[config.mk]
export PLATFORM = sky130hd
export DESIGN_NAME = standby_gpio_data_regs
export DESIGN_NICKNAME = d
export VERILOG_FILES = /design/src/standby_gpio_pkg.sv /design/src/standby_gpio_data_regs.sv
export VERILOG_INCLUDE_DIRS = /design/src /design/src/src
export SDC_FILE = /design/constraint.sdc
export NUM_CORES = 1
export LEC_CHECK = 0
export ABC_AREA = 1
export BUFFER_PORTS_ARGS = -buffer_cell sky130_fd_sc_hd__buf_4
export CORE_MARGIN = 1.5
export CORE_UTILIZATION = 48
export DETAILED_ROUTE_END_ITERATION = 7
export PLACE_DENSITY = 0.82
export SLEW_MARGIN = 20
export SYNTH_ARGS = -nofsm -noshare
export SYNTH_HDL_FRONTEND = slang
export SYNTH_SLANG_ARGS = --single-unit
[constraint.sdc]
create_clock -name clk_sys_i -period 1.4 [get_ports clk_sys_i]
set_input_delay 0.21 -clock clk_sys_i [delete_from_list [all_inputs] [get_ports clk_sys_i]]
set_output_delay 0.21 -clock clk_sys_i [all_outputs]
set_load 0.02 [all_outputs]
[src/standby_gpio_params.svh]
// constants of the standby pin data block and its common register map
// assumes an 8-bit register port with offsets 00h..1fh
//
// Function
// - input data a: bits 7-6 input pins, 5-0 bidirectional pins, live
// - input data a shows live level, ignoring configuration and out data a
// - writes to input data a and b are ignored entirely
// - out data b loads 03h on power-up or soft reset unless locked
// - out data b bits 1-0 drive output pins; bits 7-2 reserved zero
// - writes latch each out data bit unless its pin lock is set
// - reading out data b returns the latch, not the pin level
// - one requests high per buffer type, zero drives low
// - input data b bits 3-0 show output pins 0,1 and sense pins 2,3
// - offsets 00h to 0bh decode the same in bank 0 and bank 1
`ifndef STANDBY_GPIO_PARAMS_SVH
`define STANDBY_GPIO_PARAMS_SVH

// ****************************************************************
// register offsets
// ****************************************************************
`define OFS_WAKE_STS_LO  5'h00
`define OFS_WAKE_STS_HI  5'h01
`define OFS_WAKE_EN_LO   5'h02
`define OFS_WAKE_EN_HI   5'h03
`define OFS_WAKE_CFG     5'h04
`define OFS_OUT_DATA_A   5'h08
`define OFS_IN_DATA_A    5'h09
`define OFS_OUT_DATA_B   5'h0a
`define OFS_IN_DATA_B    5'h0b

// ****************************************************************
// reset values and writable masks
// ****************************************************************
`define RST_OUT_DATA_A   8'h00
`define RST_OUT_DATA_B   8'h03
`define RST_WAKE_EN      8'h00
`define RST_WAKE_CFG     8'h00
`define MASK_OUT_DATA_A  8'h3f
`define MASK_OUT_DATA_B  8'h03
`define MASK_WAKE_CFG    8'h0f
`define MASK_IN_DATA_B   8'h0f

`endif

[src/standby_gpio_pkg.sv]
// types shared by the standby pin data block
// assumes the constants header is included by the design file
package standby_gpio_pkg;

    // ****************************************************************
    // register port request
    // ****************************************************************
    typedef struct packed {
        logic       wr;
        logic       rd;
        logic [4:0] addr;
        logic [7:0] wdata;
    } reg_req_s;

    // ****************************************************************
    // per-pin configuration, low bits used per pin group
    // ****************************************************************
    typedef struct packed {
        logic [7:0] lock;
        logic [7:0] out_en;
        logic [7:0] open_drain;
    } pin_cfg_s;

    typedef enum logic [1:0] {
        BANK_0,
        BANK_1,
        BANK_2,
        BANK_3
    } bank_e;

endpackage : standby_gpio_pkg

[src/standby_gpio_data_regs.sv]
// standby pin data registers with the common wake-up register map
// assumes pins are synchronous to clk_sys_i, bank logic lives elsewhere
//
// Local design decision: the address-and-strobe port.
`timescale 1ns/10ps
`include "standby_gpio_params.svh"

module standby_gpio_data_regs
    import standby_gpio_pkg::*;
#(
    parameter int NUM_BIDIR = 6,
    parameter int NUM_OUT   = 2
) (
    // clock and reset
    input  wire logic                 clk_sys_i,
    input  wire logic                 rst_i,
    input  wire logic                 soft_rst_i,
    // register port
    input  wire reg_req_s             req_i,
    output logic [7:0]                rdata_o,
    // configuration from the pin configuration logic
    input  wire logic                 cfg_lock_i,
    input  wire pin_cfg_s             cfg_bidir_i,
    input  wire pin_cfg_s             cfg_out_i,
    // wake events and interrupt
    input  wire logic [15:0]          wake_event_i,
    output logic                      irq_o,
    output logic [1:0]                bank_sel_o,
    // standby pins
    input  wire logic [1:0]           standby_input_pin_i,
    input  wire logic [NUM_BIDIR-1:0] standby_bidir_pin_i,
    output logic [NUM_BIDIR-1:0]      standby_bidir_pin_o,
    output logic [NUM_BIDIR-1:0]      standby_bidir_pin_oe_o,
    input  wire logic [NUM_OUT-1:0]   standby_output_pin_i,
    output logic [NUM_OUT-1:0]        standby_output_pin_o,
    output logic [NUM_OUT-1:0]        standby_output_pin_oe_o,
    input  wire logic [1:0]           standby_sense_pin_i
);

    // ****************************************************************
    // register state
    // ****************************************************************
    logic [7:0] wake_event_status_low_r;
    logic [7:0] wake_event_status_high_r;
    logic [7:0] wake_event_enable_low_r;
    logic [7:0] wake_event_enable_high_r;
    logic [7:0] wake_configuration_r;
    logic [7:0] standby_out_data_a_r;
    logic [7:0] standby_out_data_b_r;
    logic [7:0] rdata_nxt;
    logic [7:0] standby_in_data_a;
    logic [7:0] standby_in_data_b;
    logic       wr_hit_sts_lo;
    logic       wr_hit_sts_hi;
    logic       wr_hit_out_a;
    logic       wr_hit_out_b;
    bank_e      bank_sel;

    // ****************************************************************
    // live pin views
    // ****************************************************************
    // no register in between: the pins already arrive synchronous
    assign standby_in_data_a = {standby_input_pin_i,
                                standby_bidir_pin_i[5:0]};
    assign standby_in_data_b = {4'h0, standby_sense_pin_i[1],
                                standby_sense_pin_i[0],
                                standby_output_pin_i[1],
                                standby_output_pin_i[0]};

    // ****************************************************************
    // write decode
    // ****************************************************************
    // bank select is not looked at: 00h..0bh are common to the banks
    // input data offsets get no write hit, so such writes fall away
    assign wr_hit_sts_lo = req_i.wr && req_i.addr == `OFS_WAKE_STS_LO;
    assign wr_hit_sts_hi = req_i.wr && req_i.addr == `OFS_WAKE_STS_HI;
    assign wr_hit_out_a  = req_i.wr && req_i.addr == `OFS_OUT_DATA_A;
    assign wr_hit_out_b  = req_i.wr && req_i.addr == `OFS_OUT_DATA_B;
    assign bank_sel      = bank_e'(wake_configuration_r[1:0]);

    // ****************************************************************
    // wake status, set wins over clear
    // ****************************************************************
    always_ff @(posedge clk_sys_i) begin
        if (rst_i) begin
            wake_event_status_low_r <= 8'h00;
        end else begin
            wake_event_status_low_r <= (wake_event_status_low_r &
                ~(wr_hit_sts_lo ? req_i.wdata : 8'h00)) |
                wake_event_i[7:0];
        end
    end

    always_ff @(posedge clk_sys_i) begin
        if (rst_i) begin
            wake_event_status_high_r <= 8'h00;
        end else begin
            wake_event_status_high_r <= (wake_event_status_high_r &
                ~(wr_hit_sts_hi ? req_i.wdata : 8'h00)) |
                wake_event_i[15:8];
        end
    end

    // ****************************************************************
    // wake enables and configuration
    // ****************************************************************
    always_ff @(posedge clk_sys_i) begin
        if (rst_i) begin
            wake_event_enable_low_r  <= `RST_WAKE_EN;
            wake_event_enable_high_r <= `RST_WAKE_EN;
        end else if (req_i.wr) begin
            if (req_i.addr == `OFS_WAKE_EN_LO) begin
                wake_event_enable_low_r <= req_i.wdata;
            end
            if (req_i.addr == `OFS_WAKE_EN_HI) begin
                wake_event_enable_high_r <= req_i.wdata;
            end
        end
    end

    always_ff @(posedge clk_sys_i) begin
        if (rst_i) begin
            wake_configuration_r <= `RST_WAKE_CFG;
        end else if (req_i.wr && req_i.addr == `OFS_WAKE_CFG) begin
            wake_configuration_r <= req_i.wdata & `MASK_WAKE_CFG;
        end
    end

    // ****************************************************************
    // output data latches
    // ****************************************************************
    always_ff @(posedge clk_sys_i) begin
        if (rst_i) begin
            standby_out_data_a_r <= `RST_OUT_DATA_A;
        end else if (wr_hit_out_a) begin
            standby_out_data_a_r <= ((standby_out_data_a_r &
                cfg_bidir_i.lock) | (req_i.wdata &
                ~cfg_bidir_i.lock)) & `MASK_OUT_DATA_A;
        end
    end

    // lock held over a reset keeps the latch; pin drivers ignore soft reset and follow the latch, rst_i clears the pin drivers
    always_ff @(posedge clk_sys_i) begin
        if ((rst_i || soft_rst_i) && !cfg_lock_i) begin
            standby_out_data_b_r <= `RST_OUT_DATA_B;
        end else if (wr_hit_out_b && !rst_i && !soft_rst_i) begin
            standby_out_data_b_r <= ((standby_out_data_b_r &
                cfg_out_i.lock) | (req_i.wdata &
                ~cfg_out_i.lock)) & `MASK_OUT_DATA_B;
        end
    end

    // ****************************************************************
    // read mux, one cycle latency
    // ****************************************************************
    always_comb begin
        rdata_nxt = 8'h00;
        case (req_i.addr)
            `OFS_WAKE_STS_LO: rdata_nxt = wake_event_status_low_r;
            `OFS_WAKE_STS_HI: rdata_nxt = wake_event_status_high_r;
            `OFS_WAKE_EN_LO:  rdata_nxt = wake_event_enable_low_r;
            `OFS_WAKE_EN_HI:  rdata_nxt = wake_event_enable_high_r;
            `OFS_WAKE_CFG:    rdata_nxt = wake_configuration_r;
            `OFS_OUT_DATA_A:  rdata_nxt = standby_out_data_a_r;
            `OFS_IN_DATA_A:   rdata_nxt = standby_in_data_a;
            `OFS_OUT_DATA_B:  rdata_nxt = standby_out_data_b_r;
            `OFS_IN_DATA_B:   rdata_nxt = standby_in_data_b;
            default:          rdata_nxt = 8'h00;
        endcase
    end

    always_ff @(posedge clk_sys_i) begin
        if (rst_i) begin
            rdata_o <= 8'h00;
        end else begin
            rdata_o <= req_i.rd ? rdata_nxt : 8'h00;
        end
    end

    // ****************************************************************
    // interrupt and bank select
    // ****************************************************************
    always_ff @(posedge clk_sys_i) begin
        if (rst_i) begin
            irq_o <= 1'b0;
        end else begin
            irq_o <= |{wake_event_status_low_r & wake_event_enable_low_r,
                       wake_event_status_high_r &
                       wake_event_enable_high_r};
        end
    end

    always_ff @(posedge clk_sys_i) begin
        if (rst_i) begin
            bank_sel_o <= 2'h0;
        end else begin
            bank_sel_o <= bank_sel;
        end
    end

    // ****************************************************************
    // pin drivers
    // ****************************************************************
    // open drain only ever drives low; a one releases the pin
    genvar gi;
    generate
        for (gi = 0; gi < NUM_BIDIR; gi++) begin : g_bidir
            always_ff @(posedge clk_sys_i) begin
                if (rst_i) begin
                    standby_bidir_pin_o[gi]    <= 1'b0;
                    standby_bidir_pin_oe_o[gi] <= 1'b0;
                end else begin
                    standby_bidir_pin_o[gi]    <= standby_out_data_a_r[gi];
                    standby_bidir_pin_oe_o[gi] <= cfg_bidir_i.out_en[gi] &&
                        !(cfg_bidir_i.open_drain[gi] &&
                          standby_out_data_a_r[gi]);
                end
            end
        end
        for (gi = 0; gi < NUM_OUT; gi++) begin : g_out
            always_ff @(posedge clk_sys_i) begin
                if (rst_i) begin
                    standby_output_pin_o[gi]    <= 1'b0;
                    standby_output_pin_oe_o[gi] <= 1'b0;
                end else begin
                    standby_output_pin_o[gi]    <= standby_out_data_b_r[gi];
                    standby_output_pin_oe_o[gi] <= cfg_out_i.out_en[gi] &&
                        !(cfg_out_i.open_drain[gi] &&
                          standby_out_data_b_r[gi]);
                end
            end
        end
    endgenerate
endmodule : standby_gpio_data_regs

[Word level (Yosys, flattened, before mapping)]
Index checks and enable logic that the tools add are counted.
W data, S select, Z words.
Storage, ports and cells
  bits in registers: 71
  input port bits: 95
  output and inout port bits: 27
  word-level logic and storage cells: 95
Operators by class
  equality and inequality tests: 8
  mux-type cells: 3
  bitwise gates (word level): 17
  reductions and logical operators: 41
Operator list (number)
  $pmux W8 S9: 1
  $and A8 B8 Y8: 4
  $logic_and A1 B1 Y1: 24
  $eq A5 B4 Y1 const B: 4
  $mux W8: 2
  $not A8 Y8: 2
  $or A8 B8 Y8: 2
  $reduce_or A16 Y1: 1
  $and A6 B6 Y6: 2
  $logic_not A1 Y1: 11
  $eq A5 B2 Y1 const B: 2
  $not A6 Y6: 1
  $or A6 B6 Y6: 1
  $eq A5 B1 Y1 const B: 1
  $eq A5 B3 Y1 const B: 1
  $logic_not A5 Y1: 1
  $and A2 B2 Y2: 2
  $reduce_and A2 Y1: 2
  $not A2 Y2: 1
  $or A2 B2 Y2: 1
  $reduce_or A2 Y1: 1
  $logic_or A1 B1 Y1: 1
  $not A1 Y1: 1

[Longest topological paths before layout]
  depth after elaboration: 6
  depth in mapped cells: 10
  mapped depth without buffers: 9

[Least setup slack after synthesis]
No wires, ideal clock.
  path type: input-to-reg
  start point: input req_i[11] (netlist bit)
  end point: register wake_event_enable_high_r[2]
  setup time: 118 ps
  arrival: 1087 ps
  required time: 1282 ps
  path slack: 195 ps
  stages on the path: 9
  buffers on the path: 2
  cells stage by stage: buf_2 inv_1 nand2_4 nor2_4 nand2_1 clkinv_2 buf_6 o21ai_1 a21oi_1
On the way
  longest elaborated chain between the ends: 2
RTL lines
  start: declaration: line standby_gpio_data_regs.sv:19  | input wire reg_req_s req_i,
  $eq A5 B2 Y1
  $reduce_and A2 Y1 (no line)
  end signal: assignment: line standby_gpio_data_regs.sv:110  | wake_event_enable_high_r <= `RST_WAKE_EN;
  end signal: assignment: line standby_gpio_data_regs.sv:116  | wake_event_enable_high_r <= req_i.wdata;
  end: declaration: line standby_gpio_data_regs.sv:46  | logic [7:0] wake_event_enable_high_r;
Every way passes these cells.
A chain may end at the register's enable or synchronous reset.

[Worst setup path in the final report]
  start point: input req_i[12] (netlist bit)
  end point: register wake_event_status_low_r[6]
On the way
  longest elaborated chain between the ends: 6
RTL lines
  $logic_not A5 Y1
  $logic_and A1 B1 Y1 (no line)
  $mux W8: line standby_gpio_data_regs.sv:89  | ~(wr_hit_sts_lo ? req_i.wdata : 8'h00)) |
  $not A8 Y8: line standby_gpio_data_regs.sv:89
  $and A8 B8 Y8: line standby_gpio_data_regs.sv:88  | wake_event_status_low_r <= (wake_event_status_low_r &
  $or A8 B8 Y8: line standby_gpio_data_regs.sv:89
  end signal: assignment: line standby_gpio_data_regs.sv:88
  end: declaration: line standby_gpio_data_regs.sv:43  | logic [7:0] wake_event_status_low_r;
Every way passes these cells.

==> results.cfg <==
[global_routing]
antenna_found_initial = 0
grt.total_usage_pct = 26.7
grt_max_degree = 33
grt_pass1_vias = 3080
grt_overflow = 0
grt_pass1_wl_um = 14800

[timing]
setup_ws_ps = 332
slew_violations = 0
rsz0062_at_grt = no
maxSlewHeadroom_pct = 74.5
finalHoldViolCount = 0
fmax_mhz = 937
fin_skew_ps = 6.21
final.setup.tns_ps = 0
period_needed_ps = 1070
setup_violations = 0
period_share_pct = 76.3
worstMarginPinSlew_ps = 381

[place]
gp_congestion = 0.911
place_hpwl_um = 6720
io_buffers = 97
place_ws_ps = 8.44

[power]
power_frac_clock_pct = 40.3
total_leakage_power_nw = 1.97
pwr_density_cell_mw_per_mm2 = 1040
power_frac_comb_pct = 10.8
swShare_pct = 24.6
p_sw_w = 0.00106
ir_worst_vdd_v = 0.000628
internal_power_w = 0.00327
power_frac_seq_pct = 48.8

[cts]
cts_made_buffers = 9
post_cts_buffers = 0
cts_root_buf = clkbuf_8
cts_resized = 0
cts_hold_buf = 0
clk_latency_ps = 350
clockBufferDepth = 2
clk_pin_slew_worst_paths_ps = 80
cts_sinks = 71
cts_tree = done
htree_levels = 3

[logic_synthesis]
synth.ff_latch_count = 71
syn_nets = 522
syn-cell-area_mm2 = 0.00308
synth.yosys.seq_area_share_pct = 46.2
synthCells = 427
synth.avg_cell_area_um2 = 7.21
post_synth_num_cell_types = 23
synth_warnings = 0

[finish]
layout-drive-gt1-share_pct = 27.2
multi_input_area_mm2 = 0.00139
fillers = 517
syn_to_final_growth_pct = 35.0
seq_area_mm2 = 0.00142
antenna_cells = 0
nets = 631

[routing]
wl_per_cell_um = 14.7
m1WireLength_um = 3710
wirelength_um = 9050
drt-vias-per-instance = 5.28
drc = 0
dr_total_vias = 3250
firstDrtPassIters = 5
route.met2.wl_um = 4440
top_layer_used = met4
ant_nets = 0
wl_met3_um = 709
drt_iter0_drc = 276

[die]
dieHeight_um = 83.1
placementRows = 28
die_area_mm2 = 0.00690
start_util_pct = 50.8
io_pins = 122
core-area_mm2 = 0.00606
dieWidth_um = 83.1

[critical_path]
cp_max_fo = 8
reg2reg_slack_ps = 490
path_class = input port to flop
required_ps = 1620
reg2reg_to = irq_o
rr_startpoint = wake_event_enable_low_r[6]
cp-endpoint = wake_event_status_low_r[6]
start_kind = input port
reg2reg_depth = 4
worst_ep_arrival_time_ps = 1290
critPathLaunch = req_i[12]
worst_setup_path_end_kind = flop

[job]
max_cap_viol_count = 0

[min_path]
hold_path.class = input port to flop

[status]
status = finished clean
## power groups by stage
stage | clock (W) | sequential (W) | combinational, W
finish | 0.00175 | 0.00211 | 0.000469
global route | 0.00186 | 0.00212 | 0.000512
CTS | 0.00176 | 0.00211 | 0.000466
global placement | 0 | 0.00216 | 0.000457
floorplan | 0 | 0.00217 | 0.000174
detailed placement | 0 | 0.00216 | 0.000463
## stage by stage
step / power (W) / cell area, µm² / util [%] / cells / hold WS [ps]
2_1_floorplan: 0.00235 / 3080 / - / 427 / 302
6_report: 0.00433 / 4150 / 68.5 / 616 / 23.9
3_3_place_gp: 0.00261 / 3940 / 64.9 / 600 / 384
5_1_grt: 0.00449 / 4150 / 68.5 / 616 / 15.3
3_5_place_dp: 0.00262 / 3940 / 64.9 / 600 / 387
4_1_cts: 0.00434 / 4150 / 68.5 / 616 / 14.5
## cells by family (layout without fill, tap and decap cells)
group | after synthesis | count (layout) | synth area share (%)
buf+inv | 66 | 180 | 8.74
compound gates | 92 | 92 | 15.2
simple gates | 198 | 198 | 29.9
flops | 71 | 71 | 46.2
## cells in the mapped netlist, drive strengths merged
library cell	count	area [µm²]
a21oi	53	265
o21ai	36	180
nor2	48	258
clkbuf	9	33.8
nand3	21	105
inv	52	195
nand3b	2	15.0
clkinv	1	5.00
nand4	19	119
nand2	104	403
o211ai	2	15.0
o21bai	1	7.51
buf	4	35.0
nor3	4	20.0
dfxtp	71	1420
## layout by cell type (no fill, tap or decap), types with 2 or more instances in the layout
master / count
a21oi_1: 53
nand4_1: 19
nor2_2: 7
clkbuf_8: 12
clkinvlp_4: 3
o21ai_1: 3
nand3b_1: 2
nand2_1: 101
nand3_1: 21
buf_4: 111
nor2_4: 8
dfxtp_1: 71
nor2_1: 33
nor3_1: 4
o21ai_0: 33
o211ai_1: 2
nand2_2: 2
inv_1: 51
## layout make-up
cell class	count	share of cell area, %
clock buffers	12	3.98
flip-flops and latches	71	34.2
well taps	75	2.26
clock inverters	4	1.27
inverters	53	4.82
repair buffers	111	20.1
multi-input cells	290	33.4
## how the worst min path moves through the flow
stage               slack, ps           start  cells after the start                         to
floorplan                 300  cfg_bidir_i[0]                      1  standby_bidir_pin_oe_o[0]
global placement          380  cfg_bidir_i[0]                      2  standby_bidir_pin_oe_o[0]
detailed placement        390  cfg_bidir_i[1]                      2  standby_bidir_pin_oe_o[1]
CTS                        10  cfg_bidir_i[4]                      2  standby_bidir_pin_oe_o[4]
global route               20  cfg_bidir_i[0]                      2  standby_bidir_pin_oe_o[0]
finish                     20  cfg_bidir_i[4]                      2  standby_bidir_pin_oe_o[4]
## routing by layer
layer,track usage (%),vias to the layer above
li1,-,1604
met3,4.97,22
met2,45.2,177
met5,0,-
met4,9.70,0
met1,34.0,1447
## worst max-delay path, stage by stage
cell     delay [ps]
buf_4           130
nor2_4          150
nand2_4         110
nor2_4          100
nand2_1         210
o21ai_0         280
a21oi_1          90
Note: power is estimated with default switching activity, not from simulation.
